$ cat src/rtl/scdd_pkg.sv
// Constants and decode helpers for the sample clock divider and delay.
// Assumes one register write port and one clock, mclk.
`default_nettype none
package scdd_pkg;
	// ==========================================
	// Register offsets
	localparam logic [15:0] ADDR_DIV = 16'h0108;
	localparam logic [15:0] ADDR_PHASE = 16'h0109;
	localparam logic [15:0] ADDR_DCTL = 16'h0110;
	localparam logic [15:0] ADDR_SFINE = 16'h0111;
	localparam logic [15:0] ADDR_FINE = 16'h0112;
	localparam logic [15:0] ADDR_DCSA = 16'h011c;
	localparam logic [15:0] ADDR_DCSB = 16'h011e;
	// ==========================================
	// Fields and reset values
	localparam int NCH = 2;
	localparam logic [1:0] DIV_BY1 = 2'h0;
	localparam logic [1:0] DIV_BY2 = 2'h1;
	localparam int SYNC_LSB = 4;
	localparam int SYSREF_EN_BIT = 7;
	localparam int DCTL_192_BIT = 2;
	localparam logic [2:0] DCTL_OFF = 3'h0;
	localparam logic [2:0] DCTL_SF_A = 3'h2;
	localparam logic [2:0] DCTL_SF_B = 3'h6;
	localparam logic [7:0] FINE16_MAX = 8'h0f;
	localparam logic [7:0] FINE192_MAX = 8'hbf;
	localparam logic [7:0] SFINE_MAX = 8'h7f;
	localparam int DCS_EN_BIT = 0;
	localparam logic [7:0] REG_ZERO = 8'h00;
	localparam logic [7:0] DCS_RESET = 8'h01;
	// Superfine step in femtoseconds
	localparam int SFINE_STEP_FS = 250;
	// Divided cycles the datapath is flushed for
	localparam logic [4:0] FLUSH_TICKS = 5'h10;
	// ==========================================
	// Decode helpers
	// Last count value of the divider for a ratio code
	function automatic logic [1:0] divLast(input logic [1:0] r);
		return (r == DIV_BY1) ? 2'h0 : (r == DIV_BY2) ? 2'h1 : 2'h3;
	endfunction
	// Fine delay active for any nonzero control code
	function automatic logic fineOn(input logic [2:0] c);
		return c != DCTL_OFF;
	endfunction
	// Superfine delay active only on two codes
	function automatic logic sfineOn(input logic [2:0] c);
		return (c == DCTL_SF_A) || (c == DCTL_SF_B);
	endfunction
endpackage
`default_nettype wire

$ cat src/rtl/scdd_cfg_if.sv
// Configuration carrier from the register file to the divider and delay.
// Assumes the top drives all config and the divider drives the tick.
`default_nettype none
interface scdd_cfg_if;
	logic [1:0] ratio;           // Divide ratio code
	logic [1:0] syncState;       // Count loaded on sysref
	logic sysrefEn;              // Sysref realign enable
	logic [1:0] phaseEn;         // Half-period shift per channel
	logic [2:0] dlyCtrl;         // Delay control code
	logic [1:0][7:0] fine;       // Fine value per channel
	logic [1:0][7:0] sfine;      // Superfine value per channel
	logic tick;                  // One per divided cycle
	modport top (output ratio, syncState, sysrefEn, phaseEn, dlyCtrl,
		fine, sfine, input tick);
	modport div (input ratio, syncState, sysrefEn, phaseEn,
		output tick);
	modport dly (input dlyCtrl, fine, sfine, tick);
endinterface
`default_nettype wire

$ cat src/rtl/scdd_delay.sv
// Fine and superfine delay decode and datapath flush.
// Assumes the tick marks each divided clock cycle.
`default_nettype none
module scdd_delay (
	input wire logic mclk,
	input wire logic rst,
	scdd_cfg_if.dly cfg,
	output logic [1:0][7:0] fineOut,
	output logic [1:0][7:0] sfineOut,
	output logic datapathRst,
	output logic sampleValid
);
	// ==========================================
	// State
	typedef struct packed {
		logic prevOn;             // Fine delay was enabled
		logic [4:0] flush;        // Divided cycles left in flush
		logic rstOut;             // Datapath reset level
		logic valid;              // Samples valid
		logic [1:0][7:0] fine;    // Effective fine steps
		logic [1:0][7:0] sf;      // Effective superfine steps
	} scdd_dly_t;
	scdd_dly_t q, d;
	logic on;
	// Next state: flush on enable, effective delays at once
	always_comb begin
		d = q;
		on = scdd_pkg::fineOn(cfg.dlyCtrl);
		d.prevOn = on;
		if (on && !q.prevOn) begin
			d.flush = scdd_pkg::FLUSH_TICKS;
		end else if (q.flush != 5'h00 && cfg.tick) begin
			d.flush = q.flush - 5'h01;
		end
		d.rstOut = d.flush != 5'h00;
		d.valid = !d.rstOut;
		for (int c = 0; c < scdd_pkg::NCH; c++) begin
			// 192-step or 16-step fine option
			if (!on) d.fine[c] = 8'h00;
			else if (cfg.dlyCtrl[scdd_pkg::DCTL_192_BIT])
				d.fine[c] = (cfg.fine[c] > scdd_pkg::FINE192_MAX) ?
					scdd_pkg::FINE192_MAX : cfg.fine[c];
			else d.fine[c] = cfg.fine[c] & scdd_pkg::FINE16_MAX;
			// Superfine gated by control code
			if (!scdd_pkg::sfineOn(cfg.dlyCtrl)) d.sf[c] = 8'h00;
			else d.sf[c] = (cfg.sfine[c] > scdd_pkg::SFINE_MAX) ?
				scdd_pkg::SFINE_MAX : cfg.sfine[c];
		end
	end
	// Register the state
	always_ff @(posedge mclk) begin
		if (rst) q <= '{valid: 1'b1, default: '0};
		else q <= d;
	end
	assign fineOut = q.fine;
	assign sfineOut = q.sf;
	assign datapathRst = q.rstOut;
	assign sampleValid = q.valid;
	// ==========================================
	// Checks
	property p_flush_start;
		@(posedge mclk) disable iff (rst)
		(scdd_pkg::fineOn(cfg.dlyCtrl) && !q.prevOn)
			|=> datapathRst && !sampleValid
				&& q.flush == scdd_pkg::FLUSH_TICKS;
	endproperty
	a_flush_start: assert property (p_flush_start)
		else $error("no flush on fine enable");
	property p_no_flush_value;
		@(posedge mclk) disable iff (rst)
		(q.prevOn && q.flush == 5'h00) |=> !datapathRst;
	endproperty
	a_no_flush_value: assert property (p_no_flush_value)
		else $error("flush without enable");
	property p_sf_gate;
		@(posedge mclk) disable iff (rst)
		(sfineOut != '0) |-> $past(scdd_pkg::sfineOn(cfg.dlyCtrl));
	endproperty
	a_sf_gate: assert property (p_sf_gate)
		else $error("superfine active on wrong code");
	property p_fine_range;
		@(posedge mclk) disable iff (rst)
		fineOut[0] <= scdd_pkg::FINE192_MAX
			&& fineOut[1] <= scdd_pkg::FINE192_MAX;
	endproperty
	a_fine_range: assert property (p_fine_range)
		else $error("fine delay out of range");
	c_flush_end: cover property (@(posedge mclk) disable iff (rst)
		$fell(datapathRst));
endmodule
`default_nettype wire

$ cat src/rtl/scdd_divider.sv
// Sample clock divider with sysref realign and half-period phase.
// Assumes sysref is synchronous to mclk.
`default_nettype none
module scdd_divider (
	input wire logic mclk,
	input wire logic rst,
	input wire logic sysref,
	scdd_cfg_if.div cfg,
	output logic divClk,
	output logic [1:0] chanTick
);
	// ==========================================
	// State
	typedef struct packed {
		logic [1:0] cnt;      // Position in divided cycle
		logic sysPrev;        // Sysref of last cycle
		logic tick;           // Start of divided cycle
		logic divClk;         // Divided clock level
		logic [1:0] chTick;   // Per-channel shifted tick
	} scdd_div_t;
	scdd_div_t q, d;
	logic [1:0] last;
	logic [2:0] half;
	logic sysEdge;
	// Next state of the counter and outputs
	always_comb begin
		d = q;
		last = scdd_pkg::divLast(cfg.ratio);
		half = 3'((3'(last) + 3'h1) >> 1);
		sysEdge = cfg.sysrefEn && sysref && !q.sysPrev;
		d.sysPrev = sysref;
		if (sysEdge) begin
			d.cnt = cfg.syncState & last;
		end else if (q.cnt >= last) begin
			d.cnt = 2'h0;
		end else begin
			d.cnt = q.cnt + 2'h1;
		end
		d.tick = d.cnt == 2'h0;
		d.divClk = d.cnt <= (last >> 1);
		for (int c = 0; c < scdd_pkg::NCH; c++) begin
			d.chTick[c] = 3'(d.cnt) ==
				(cfg.phaseEn[c] ? half : 3'h0);
		end
	end
	// Register the state
	always_ff @(posedge mclk) begin
		if (rst) q <= '0;
		else q <= d;
	end
	assign cfg.tick = q.tick;
	assign divClk = q.divClk;
	assign chanTick = q.chTick;
	// ==========================================
	// Checks
	property p_sync_load;
		@(posedge mclk) disable iff (rst)
		(cfg.sysrefEn && sysref && !q.sysPrev)
			|=> q.cnt == (cfg.syncState & scdd_pkg::divLast(cfg.ratio));
	endproperty
	a_sync_load: assert property (p_sync_load)
		else $error("divider not loaded on sysref");
	property p_by4_period;
		@(posedge mclk) disable iff (rst)
		(q.tick && cfg.ratio == 2'h2 && !cfg.sysrefEn)
			|=> (!q.tick)[*3] ##1 q.tick;
	endproperty
	a_by4_period: assert property (p_by4_period)
		else $error("divide by four period wrong");
	property p_by2_duty;
		@(posedge mclk) disable iff (rst)
		(cfg.ratio == scdd_pkg::DIV_BY2 && !cfg.sysrefEn && q.divClk)
			|=> !q.divClk ##1 q.divClk;
	endproperty
	a_by2_duty: assert property (p_by2_duty)
		else $error("divide by two duty wrong");
	c_sync: cover property (@(posedge mclk) disable iff (rst)
		cfg.sysrefEn && sysref && !q.sysPrev);
endmodule
`default_nettype wire

$ cat src/rtl/scdd_top.sv
// Sample clock divider, phase and edge delay control with its registers.
// Assumes register writes and reads arrive as one-cycle strobes on mclk.
`default_nettype none
module scdd_top (
	input wire logic mclk,
	input wire logic rst,
	input wire logic sysref,
	input wire logic [1:0] chanSelect,
	input wire logic regWrEn,
	input wire logic regRdEn,
	input wire logic [15:0] regAddr,
	input wire logic [7:0] regWrData,
	output logic [7:0] regRdData,
	output logic regRdValid,
	output logic divClk,
	output logic [1:0] chanTick,
	output logic [1:0][7:0] fineDelay,
	output logic [1:0][7:0] sfineDelay,
	output logic datapathRst,
	output logic sampleValid,
	output logic linkResync,
	output logic dcsStageOneEn,
	output logic dcsStageTwoEn
);
	// ==========================================
	// Register state
	typedef struct packed {
		logic [7:0] div;          // Divide ratio register
		logic [7:0] phase;        // Half-period phase register
		logic [7:0] dctl;         // Delay control register
		logic [1:0][7:0] sfine;   // Superfine per channel
		logic [1:0][7:0] fine;    // Fine per channel
		logic [7:0] dcsA;         // Stabilizer stage one control
		logic [7:0] dcsB;         // Stabilizer stage two control
		logic [7:0] rdData;       // Read answer
		logic rdValid;            // Read answer strobe
	} scdd_reg_t;
	scdd_reg_t q, d;
	// Channel whose copy is returned on reads
	logic rdCh;
	// Config carrier to the submodules
	scdd_cfg_if cfg ();

	// ==========================================
	// Register file next state
	always_comb begin
		d = q;
		d.rdValid = 1'b0;
		rdCh = !chanSelect[0];
		if (regWrEn) begin
			unique case (regAddr)
				// Ratio, sync state and sysref enable
				scdd_pkg::ADDR_DIV: d.div = regWrData;
				// Phase bits; no link action
				scdd_pkg::ADDR_PHASE: d.phase = regWrData;
				// Delay code, effective next cycle
				scdd_pkg::ADDR_DCTL: d.dctl = regWrData;
				// Superfine, selected channels only
				scdd_pkg::ADDR_SFINE: begin
					for (int c = 0; c < scdd_pkg::NCH; c++) begin
						if (chanSelect[c])
							d.sfine[c] = regWrData;
					end
				end
				// Fine, selected channels only
				scdd_pkg::ADDR_FINE: begin
					for (int c = 0; c < scdd_pkg::NCH; c++) begin
						if (chanSelect[c])
							d.fine[c] = regWrData;
					end
				end
				// Stabilizer stages
				scdd_pkg::ADDR_DCSA: d.dcsA = regWrData;
				scdd_pkg::ADDR_DCSB: d.dcsB = regWrData;
				// Unmapped writes are dropped
				default: ;
			endcase
		end
		if (regRdEn) begin
			d.rdValid = 1'b1;
			unique case (regAddr)
				scdd_pkg::ADDR_DIV: d.rdData = q.div;
				scdd_pkg::ADDR_PHASE: d.rdData = q.phase;
				scdd_pkg::ADDR_DCTL: d.rdData = q.dctl;
				scdd_pkg::ADDR_SFINE: d.rdData = q.sfine[rdCh];
				scdd_pkg::ADDR_FINE: d.rdData = q.fine[rdCh];
				scdd_pkg::ADDR_DCSA: d.rdData = q.dcsA;
				scdd_pkg::ADDR_DCSB: d.rdData = q.dcsB;
				// Unmapped reads answer zero
				default: d.rdData = scdd_pkg::REG_ZERO;
			endcase
		end
	end

	// ==========================================
	// Register file flops
	always_ff @(posedge mclk) begin
		if (rst) begin
			q <= '0;
			q.dcsA <= scdd_pkg::DCS_RESET;
			q.dcsB <= scdd_pkg::DCS_RESET;
		end else begin
			q <= d;
		end
	end

	// ==========================================
	// Config to submodules
	assign cfg.ratio = q.div[1:0];
	assign cfg.syncState = q.div[scdd_pkg::SYNC_LSB +: 2];
	assign cfg.sysrefEn = q.div[scdd_pkg::SYSREF_EN_BIT];
	assign cfg.phaseEn = q.phase[1:0];
	assign cfg.dlyCtrl = q.dctl[2:0];
	assign cfg.fine = q.fine;
	assign cfg.sfine = q.sfine;

	// Divider with sysref realign and phase
	scdd_divider uDiv (
		.mclk(mclk),
		.rst(rst),
		.sysref(sysref),
		.cfg(cfg.div),
		.divClk(divClk),
		.chanTick(chanTick)
	);

	// Delay decode and datapath flush
	scdd_delay uDly (
		.mclk(mclk),
		.rst(rst),
		.cfg(cfg.dly),
		.fineOut(fineDelay),
		.sfineOut(sfineDelay),
		.datapathRst(datapathRst),
		.sampleValid(sampleValid)
	);

	// ==========================================
	// Outputs straight from flops
	assign regRdData = q.rdData;
	assign regRdValid = q.rdValid;
	assign dcsStageOneEn = q.dcsA[scdd_pkg::DCS_EN_BIT];
	assign dcsStageTwoEn = q.dcsB[scdd_pkg::DCS_EN_BIT];
	// Link is never resynced by phase or value writes
	assign linkResync = q.rdValid & 1'b0;

	// ==========================================
	// Checks
	property p_dcs_reset;
		@(posedge mclk)
		$fell(rst) |-> dcsStageOneEn && dcsStageTwoEn;
	endproperty
	a_dcs_reset: assert property (p_dcs_reset)
		else $error("stabilizer not enabled after reset");
	property p_dctl_now;
		@(posedge mclk) disable iff (rst)
		(regWrEn && regAddr == scdd_pkg::ADDR_DCTL
			&& regWrData[2:0] == scdd_pkg::DCTL_OFF)
			|=> ##1 fineDelay == '0 && sfineDelay == '0;
	endproperty
	a_dctl_now: assert property (p_dctl_now)
		else $error("delay disable not immediate");
	property p_fine_sel;
		@(posedge mclk) disable iff (rst)
		(regWrEn && regAddr == scdd_pkg::ADDR_FINE && chanSelect == 2'h1)
			|=> q.fine[0] == $past(regWrData)
				&& $stable(q.fine[1]);
	endproperty
	a_fine_sel: assert property (p_fine_sel)
		else $error("fine write hit wrong channel");
	property p_phase_no_reset;
		@(posedge mclk) disable iff (rst)
		(regWrEn && regAddr == scdd_pkg::ADDR_PHASE && !datapathRst)
			|=> ##1 !datapathRst;
	endproperty
	a_phase_no_reset: assert property (p_phase_no_reset)
		else $error("phase write disturbed datapath");
	property p_sf_value;
		@(posedge mclk) disable iff (rst)
		(scdd_pkg::sfineOn(q.dctl[2:0]) && q.sfine[0] <= scdd_pkg::SFINE_MAX
			&& $stable(q.sfine[0]) && $stable(q.dctl))
			|=> sfineDelay[0] == $past(q.sfine[0]);
	endproperty
	a_sf_value: assert property (p_sf_value)
		else $error("superfine value not applied");
	property p_rd_answer;
		@(posedge mclk) disable iff (rst)
		(regRdEn && regAddr == scdd_pkg::ADDR_DIV)
			|=> regRdValid && regRdData == $past(q.div);
	endproperty
	a_rd_answer: assert property (p_rd_answer)
		else $error("read answer wrong");

	// ==========================================
	// Checks on register effects and the divider outputs
	// Value writes with the code steady never flush
	property p_val_steady;
		@(posedge mclk) disable iff (rst)
		(regWrEn && (regAddr == scdd_pkg::ADDR_FINE
			|| regAddr == scdd_pkg::ADDR_SFINE)
			&& $stable(q.dctl) && !datapathRst)
			|=> !datapathRst;
	endproperty
	a_val_steady: assert property (p_val_steady)
		else $error("value write flushed datapath");

	// Fine write to channel B only
	property p_fine_sel_b;
		@(posedge mclk) disable iff (rst)
		(regWrEn && regAddr == scdd_pkg::ADDR_FINE && chanSelect == 2'h2)
			|=> q.fine[1] == $past(regWrData)
				&& $stable(q.fine[0]);
	endproperty
	a_fine_sel_b: assert property (p_fine_sel_b)
		else $error("fine write hit channel A");

	// Superfine write to channel A only
	property p_sfine_sel_a;
		@(posedge mclk) disable iff (rst)
		(regWrEn && regAddr == scdd_pkg::ADDR_SFINE && chanSelect == 2'h1)
			|=> q.sfine[0] == $past(regWrData)
				&& $stable(q.sfine[1]);
	endproperty
	a_sfine_sel_a: assert property (p_sfine_sel_a)
		else $error("superfine write hit channel B");

	// Stage one enable follows its control bit
	property p_dcs_one_wr;
		@(posedge mclk) disable iff (rst)
		(regWrEn && regAddr == scdd_pkg::ADDR_DCSA)
			|=> dcsStageOneEn == $past(regWrData[scdd_pkg::DCS_EN_BIT]);
	endproperty
	a_dcs_one_wr: assert property (p_dcs_one_wr)
		else $error("stage one enable not written");

	// Stage two enable follows its control bit
	property p_dcs_two_wr;
		@(posedge mclk) disable iff (rst)
		(regWrEn && regAddr == scdd_pkg::ADDR_DCSB)
			|=> dcsStageTwoEn == $past(regWrData[scdd_pkg::DCS_EN_BIT]);
	endproperty
	a_dcs_two_wr: assert property (p_dcs_two_wr)
		else $error("stage two enable not written");

	// Read answer strobe stands only after a read
	property p_rd_pulse;
		@(posedge mclk) disable iff (rst)
		!regRdEn |=> !regRdValid;
	endproperty
	a_rd_pulse: assert property (p_rd_pulse)
		else $error("read valid without read");

	// Fine read returns channel A when its select bit is set
	property p_rd_chan;
		@(posedge mclk) disable iff (rst)
		(regRdEn && regAddr == scdd_pkg::ADDR_FINE && chanSelect[0])
			|=> regRdData == $past(q.fine[0]);
	endproperty
	a_rd_chan: assert property (p_rd_chan)
		else $error("fine read from wrong channel");

	// Ratio field reaches the divider at once
	property p_ratio_load;
		@(posedge mclk) disable iff (rst)
		(regWrEn && regAddr == scdd_pkg::ADDR_DIV)
			|=> cfg.ratio == $past(regWrData[1:0]);
	endproperty
	a_ratio_load: assert property (p_ratio_load)
		else $error("divide ratio not loaded");

	// Divide by one: clock high, both channels tick every cycle
	property p_by1_steady;
		@(posedge mclk) disable iff (rst)
		(cfg.ratio == scdd_pkg::DIV_BY1) |=> divClk && (&chanTick);
	endproperty
	a_by1_steady: assert property (p_by1_steady)
		else $error("divide by one output wrong");

	// Flush seen starting
	c_flush: cover property (@(posedge mclk) disable iff (rst)
		$rose(datapathRst));
	c_sf_mode: cover property (@(posedge mclk) disable iff (rst)
		sfineDelay[1] != '0);
	c_by4: cover property (@(posedge mclk) disable iff (rst)
		cfg.ratio == 2'h2 && divClk);
endmodule
`default_nettype wire

$ cat config.mk
export PLATFORM = sky130hd
export DESIGN_NAME = scdd_top
export DESIGN_NICKNAME = d
export VERILOG_FILES = /design/src/rtl/scdd_pkg.sv /design/src/rtl/scdd_cfg_if.sv /design/src/rtl/scdd_delay.sv /design/src/rtl/scdd_divider.sv /design/src/rtl/scdd_top.sv
export SDC_FILE = /design/constraint.sdc
export NUM_CORES = 1
export LEC_CHECK = 0
export BUFFER_PORTS_ARGS = -buffer_cell sky130_fd_sc_hd__buf_2
export CAP_MARGIN = 40
export CORE_ASPECT_RATIO = 1.1
export CORE_MARGIN = 8
export CORE_UTILIZATION = 45
export CTS_CLUSTER_SIZE = 14
export DETAILED_ROUTE_END_ITERATION = 6
export PLACE_DENSITY_LB_ADDON = 0.08
export SYNTH_ARGS = -nofsm -noshare
export SYNTH_HDL_FRONTEND = slang
export SYNTH_SLANG_ARGS = --single-unit
$ cat constraint.sdc
create_clock -name mclk -period 7.3 [get_ports mclk]
set_input_delay 1.825 -clock mclk [delete_from_list [all_inputs] [get_ports mclk]]
set_output_delay 1.825 -clock mclk [all_outputs]
set_load 0.02 [all_outputs]
* After elaboration in Yosys (flattened, before gate mapping)
Cells that the tools add are included.
Storage, ports and cells: register bits after elaboration 128, word-level logic and storage cells 106, bits of input ports 31, output and inout bits 49
Operators by class: add/sub/neg operators 3, magnitude comparators 7, multiplexer cells 20, equality and inequality tests 12, reduce and logical (&&, ||, !) cells 30, bitwise logic cells 4
Operator list (count):
- $eq 16x9->1 const B | 7
- $pmux 8 s7 | 1
- $mux 8 | 6
- $gt 8x7->1 const B | 2
- $gt 8x8->1 const B | 2
- $mux 7 | 2
- $mux 2 | 6
- $reduce_and 3->1 | 4
- $mux 5 | 2
- $reduce_and 2->1 | 5
- $reduce_bool 5->1 | 2
- $reduce_or 3->1 | 3
- $mux 4 | 2
- $reduce_or 4->1 | 2
- $eq 2x3->1 | 2
- $sub 5x1->5 const B | 1
- $logic_and 1x1->1 | 4
- $logic_not 1->1 | 4
- $logic_not 2->1 | 2
- $reduce_or 2->1 | 2
- $add 2x1->3 const B | 1
- $eq 3x2->1 const B | 1
- $eq 3x3->1 const B | 1
- $not 1->1 | 3
- other kinds (9) | 9

* Logic depth before layout (Yosys ltp)
Gate-level depths: netlist (run 1).
depth after elaboration 7, depth in mapped cells 8, depth with buffers taken out 7

* Hierarchy
Synthesis (run 1) repeated with hierarchy kept, for this count alone.
Unflattened totals: cells, all modules 607, area total of the unflattened synthesis 5820.6 um2
By module, submodules not included:
- scdd_top | area an instance 3812.4 um2, times used 1, cells an instance 414, seq. area each 1621.6 um2
- scdd_delay | area an instance 1566.5 um2, times used 1, cells an instance 149, seq. area each 800.8 um2
- scdd_divider | area an instance 441.7 um2, times used 1, cells an instance 44, seq. area each 140.1 um2

* Least setup slack after synthesis (run 1)
Ideal clock, no wire load.
kind input -> register, start input regAddr[13], end register q, in the netlist cfg.fine[0], stages on the path 7, library setup time 0.128 ns, arrival time 3.678 ns, path buffers 2, setup slack 3.495 ns, required time 7.172 ns, cells stage by stage or4_1 -> buf_2 -> or3_1 -> buf_6 -> nor3_4 -> mux2i_1 -> nor2_1
Between the ends: longest elaborated chain between the ends 2
Ends and longest elaborated chain:
- start, declared | line scdd_top.sv:11 | input wire logic [15:0] regAddr,
- $eq 16x9->1 | line scdd_top.sv:51 | unique case (regAddr)
- $reduce_and 3->1 (no line)
- end, declared | line scdd_top.sv:38 | scdd_reg_t q, d;
Every way passes these cells. A chain may end at the register's enable or synchronous reset.

* Worst setup path after layout (run 1)
start input regAddr[13], end register q[69] (netlist name)
Between the ends: longest elaborated chain between the ends 2
Ends and longest elaborated chain (line):
- $eq 16x9->1 | scdd_top.sv:51
- $reduce_and 2->1 (no line)
Every way passes these cells.

==> qor.csv, run 1 <==
stage,metric,value,unit
die,chipHeight,133.4,microns
drt,dr.pass1.iters,5,
die,die_area,16360,sq um
grt,antenna_found_initial,1,
timing,fmax,0.2605,GHz
drt,wl,14170,microns
synthesis,yosysWarnings,0,
die,die-width,122.7,microns
synthesis,synth_cell_types,55,
clock_tree,worst_skew_pair.late_latency,0.42,ns
timing,finClkSkew,0.005409,ns
place,numPortBuffers,78,
final_layout,area_delta_synth_final,13.43,%
synthesis,synth_area,5635,sq um
power_and_ir_drop,powerDensity,273.0,nW/um^2
grt,grt_start_max_net_pins,89,
clock_tree,clkSinkCount,128,
synthesis,async_flop_share,0,%
clock_tree,cts_max_level,4,
synthesis,synth_top_area_share,45.47,%
die,io_pins,80,
drt,routed_via_density,5.292,
grt,track_usage,17.79,%
timing,finalHoldViolations,0,
die,rows,43,
place,dp.cells,779,
die,core-area,12430,sq um
setup_path,required,7.56,ns
timing,maxSlewViolCount,0,
timing,rsz0062_at_grt,no,
timing,finalCritPeriodShare,52.58,%
power_and_ir_drop,finalPower,0.001745,W
timing,setup_viol,0,
clock_tree,cts_root_buffer,clkbuf_16,
clock_tree,tritoncts,done,
drt,drt_drc_violations_left,0,
grt,grt_pass1_wl,22400,microns
final_layout,final_cell_mix,"dfxtp_1 (128), nor2_1 (91), buf_2 (78)",
clock_tree,cts_hold_buf,0,
final_layout,layout_commonest_cell,dfxtp_1,
clock_tree,numCtsBuffers,17,
drt,wl_per_cell,17.43,microns
hold_path,hold_path_class,reg -> reg,
setup_path,end_kind,flop,
synthesis,synth.avg_cell_area,9.060,sq um
drt,dr_total_vias,4302,
clock_tree,cts.path.max_buffers,2,
setup_path,crit_chain,buf_2 -> or4_1 -> nor4_2 -> nand3_1 -> nand2_1 -> a21oi_1,
power_and_ir_drop,p_leak,2.432,nW
synthesis,synth_area_leaders,"dfxtp_1 (45%), mux2i_1 (11%), nor2_1 (6.1%)",
timing,finalSetupTns,0,ns
status,status,"finished, final reports clean",
setup_path,path_class,in -> reg,
timing,fin_crit,3.839,ns
synthesis,syn_inst,622,
setup_path,cp_slowest_cell,nor4_2,
setup_path,worstPathMaxFanout,10,
synthesis,seq_area_frac_synth,45.47,%
place,place_congestion,0.8343,
setup_path,worstPathArrival,4.10,ns
final_layout,nNetsFinal,676,
flow_run,maxCapViolations,0,
power_and_ir_drop,irDropWorstVdd,170.3,uV
final_layout,drive_gt1_share,20.61,%
synthesis,synth_edf_count,0,
timing,relSlewSlack,37.78,%
clock_tree,path_clk_slew,0.05,ns
clock_tree,post-cts-setup-buffers,0,
synthesis,synth.ff_latch_count,128,
place,hpwl,9708,microns
setup_path,startpoint_type,primary input,
timing,max_slew.worst_pin.slew,0.9255,ns
drt,drt_iter0_drc,256,
grt,grt_overflow_total,0,
drt,ant_nets,0,
setup_path,max_stage_delay,0.85,ns
synthesis,yosysTopAreaCell,dfxtp_1,
grt,grt_pass1_vias,4301,
clock_tree,cts_resized,0,
die,start_util,45.34,%
synthesis,yosys_most_used_dff,dfxtp_1,
final_layout,fin_cells,813,
[state kept, by name (all words and copies together), names as in the netlist, 3 cells and up]
signal	flops
uDly.q	6
cfg.sfine	16
cfg.fine	16
q	28
regRdData	8
uDly.sfineOut	16
uDly.fineOut	16
cfg.dlyCtrl	3
uDiv.q	3
[metal layers]
layer | up-vias | wire length (microns) | GRT usage [%]
met5 | - | 0 | 0
met1 | 2033 | 6049 | 20.65
met2 | 114 | 6958 | 29.00
met4 | 0 | 379 | 9.559
li1 | 2132 | - | -
met3 | 23 | 783 | 4.824
[power breakdown]
group | total, W | leakage, nW | internal, W | switching (W)
Sequential | 0.000724 | 1.03 | 0.000716 | 0.00000876
Clock | 0.000878 | 0.298 | 0.000570 | 0.000308
Combinational | 0.000142 | 1.10 | 0.0000540 | 0.0000880
Total | 0.00174 | 2.43 | 0.00134 | 0.000405
[cell type report]
| cell class | instances | area (sq um) |
|---|---|---|
| multi-input combinational | 403 | 2556 |
| fill | 1173 | 6036 |
| timing repair buffer | 83 | 424.2 |
| tap | 157 | 196.4 |
| clock inverter | 10 | 132.6 |
| inverter | 9 | 33.78 |
| clock buffer | 22 | 484.2 |
| antenna | 1 | 2.502 |
| sequential | 128 | 2562 |
[synth_stat cells (4+ instances only)]
| library cell | instances |
|---|---|
| a2111oi_0 | 4 |
| nand2b_1 | 8 |
| nand3_1 | 6 |
| buf_4 | 43 |
| nor2_1 | 91 |
| mux2i_1 | 64 |
| a211oi_1 | 7 |
| nand2_1 | 67 |
| mux2_2 | 6 |
| nor3_1 | 6 |
| nor3b_1 | 4 |
| o21a_1 | 22 |
| and3_1 | 5 |
| clkbuf_1 | 34 |
| a222oi_1 | 6 |
| xnor2_1 | 4 |
| o31a_1 | 8 |
| buf_2 | 5 |
| o21ai_0 | 11 |
| inv_1 | 9 |
| dfxtp_1 | 128 |
| a21oi_1 | 32 |
[logic make-up (layout without fill, tap and decap cells)]
group	after synthesis	count (layout)	share of synthesized area [%]
flip-flops	128	128	45.47
buffers and inverters	93	124	9.303
AND/OR/NAND/NOR	222	222	19.16
AO/OA/AOI/OAI	101	101	12.14
multiplexers	70	70	12.57
adder cells (fa/ha/maj)	3	3	0.6661
XOR/XNOR	4	4	0.6216
other	1	4	0.06654
[worst max-delay path, delay by kind of cell]
kind | cells | cell delay, ns
buf+inv | 1 | 0.10
simple gates | 4 | 2.10
compound gates | 1 | 0.08
[path summary, 6_finish.rpt]
path           startpoint          endpoint  slack [ns]  cells past startpoint
min                 q[67]             q[67]        0.45                      2
min reg2reg         q[67]             q[67]        0.45                      2
max reg2reg  cfg.ratio[1]  uDiv.chanTick[0]        4.64                      7
max           regAddr[13]             q[69]        3.46                      6
[stage by stage]
step	hold WS (ns)	utilization, %	instance area [sq um]	setup WS [ns]
finish	0.4515	51.43	6392	3.461
global route	0.4774	51.43	6392	3.276
CTS	0.4496	51.35	6382	3.438
detailed placement	0.4420	46.39	5766	3.016
global placement	0.4358	46.36	5762	3.045
floorplan	0.4269	-	5643	3.495
Note: power is estimated with default switching activity, not from simulation.
==> run 2: changes to the inputs <==
- clock period: 7.3 -> 3.6 ns (I/O delays scaled with it)
==> run 2 against run 1 <==
Effect of this change: first-iteration DRC count grew 20%; flip-flop and latch count is the same; worst setup slack lost 2.7 ns; final area grew 0.51%; total power grew 100%; combinational power grew 100%; register-to-register slack lost 3.6 ns; clock-buffer cell count shrank 5; largest cell class unchanged.
==> qor.csv, run 2 (same netlist as run 1, synthesis figures left out) <==
stage,metric,value,unit,change
timing,fmax,0.3481,GHz,
die,die-width,122.7,microns,unchanged
setup_path,end_kind,flop,,
drt,ant_nets,0,,unchanged
hold_path,hold_path_class,reg -> reg,,
grt,grt_overflow_total,0,,unchanged
timing,finClkSkew,0.007610,ns,+0.002200 ns
final_layout,top_register,q,,
clock_tree,worst_skew_pair.late_latency,0.42,ns,about the same
timing,setup_viol,0,,unchanged
clock_tree,cts.path.max_buffers,2,,unchanged
drt,dr.pass1.iters,6,,+1
clock_tree,post-cts-setup-buffers,0,,unchanged
clock_tree,tritoncts,done,,
clock_tree,cts_resized,0,,unchanged
power_and_ir_drop,powerDensity,546.5,nW/um^2,+100%
setup_path,path_class,in -> reg,,
place,numPortBuffers,78,,unchanged
drt,wl_per_cell,17.11,microns,-1.8%
grt,grt_start_max_net_pins,46,,-48%
final_layout,design_area,6425,sq um,+0.51%
place,hpwl,9976,microns,+2.8%
drt,routed_via_density,5.311,,+0.36%
timing,finalSetupTns,0,ns,unchanged
clock_tree,cts_root_buffer,clkbuf_16,,
power_and_ir_drop,p_leak,2.447,nW,+0.61%
clock_tree,cts_hold_buf,0,,unchanged
die,start_util,45.34,%,unchanged
timing,max_slew.worst_pin.slew,0.6141,ns,-0.3114 ns
drt,dr_total_vias,4344,,+0.98%
place,placed_cell_area,5811,sq um,+0.78%
setup_path,r2r_setup_slack,1.03,ns,-3.61 ns
grt,antenna_found_initial,1,,unchanged
timing,relSlewSlack,58.00,%,+20 points
final_layout,layout_commonest_cell,dfxtp_1,,
die,rows,43,,unchanged
timing,fin_crit,2.873,ns,
place,post-place-ws,0.3011,ns,-2.714 ns
place,place_congestion,0.8508,,+2.0%
final_layout,nFillCells,1179,,+0.51%
timing,rsz0062_at_grt,no,,
setup_path,startpoint_type,primary input,,
status,status,"finished, final reports clean",,
setup_path,required,3.89,ns,-3.67 ns
final_layout,nNetsFinal,681,,+0.74%
timing,finalHoldViolations,0,,unchanged
grt,grt_pass1_wl,22380,microns,about the same
timing,maxSlewViolCount,0,,unchanged
final_layout,drive_gt1_share,21.36,%,+0.75 points
final_layout,final_cell_mix,"dfxtp_1 (128), nor2_1 (91), buf_2 (78)",,
clock_tree,path_clk_slew,0.06,ns,about the same
power_and_ir_drop,irDropWorstVdd,309.4,uV,+82%
die,io_pins,80,,unchanged
clock_tree,clkSinkCount,128,,unchanged
grt,track_usage,17.60,%,-0.20 points
setup_path,worstPathMaxFanout,8,,-2
die,core-area,12430,sq um,unchanged
drt,wl,14000,microns,-1.2%
final_layout,area_delta_synth_final,14.01,%,
timing,finalCritPeriodShare,79.80,%,
power_and_ir_drop,finalPower,0.003511,W,+100%
die,die_area,16360,sq um,unchanged
clock_tree,numCtsBuffers,17,,unchanged
drt,drt_iter0_drc,307,,+20%
setup_path,worstPathArrival,3.16,ns,-0.94 ns
drt,drt_drc_violations_left,0,,unchanged
timing,worst_slack,0.7274,ns,-2.734 ns
flow_run,maxCapViolations,0,,unchanged
die,chipHeight,133.4,microns,unchanged
grt,grt_pass1_vias,4255,,-1.1%
clock_tree,cts_max_level,4,,unchanged
final_layout,largest_reg_flops,28,,unchanged
[run 2: critical path, stage by stage]
cell	delay, ns
buf_2	0.09
or4_1	0.67
or3_1	0.64
nor3_4	0.55
mux2i_1	0.25
nor2_1	0.05
[run 2: final cells by class]
class	count	area, sq um	area share, %
antenna	1	2.502	0.03895
clock buffer	17	425.4	6.621
clock inverter	15	186.4	2.902
inverter	9	33.78	0.5258
multi-input combinational	403	2556	39.79
sequential	128	2562	39.88
tap	157	196.4	3.057
timing repair buffer	88	461.7	7.186
[run 2: report_power, final]
group / internal, W / leakage [nW] / switching, W / total [W]
clock: 0.00109 / 0.286 / 0.000661 / 0.00176
sequential: 0.00145 / 1.03 / 0.0000183 / 0.00147
combinational: 0.000110 / 1.13 / 0.000177 / 0.000286
total: 0.00265 / 2.45 / 0.000856 / 0.00351
[run 2: final timing paths]
path                                          to  cells past startpoint         start
worst min register to register             q[10]                      2         q[10]
worst min-delay path                       q[10]                      2         q[10]
worst max-delay path                cfg.fine[14]                      6   regAddr[13]
worst max register to register  uDiv.chanTick[0]                      7  cfg.ratio[1]
[run 2: layer usage]
metal | GRT usage [%] | wire [microns]
met5 | 0 | 0
met4 | 8.610 | 358
met3 | 4.359 | 675
met2 | 28.64 | 6963
met1 | 21.03 | 5997
[run 2: per-stage QoR]
stage	hold WS, ns	instances	util, %
final	0.4515	818	51.70
after global routing	0.4615	818	51.70
after CTS	0.4506	817	51.68
after detailed placement	0.4410	785	46.75
after global placement	0.4357	784	46.72
after floorplan	0.4269	624	-
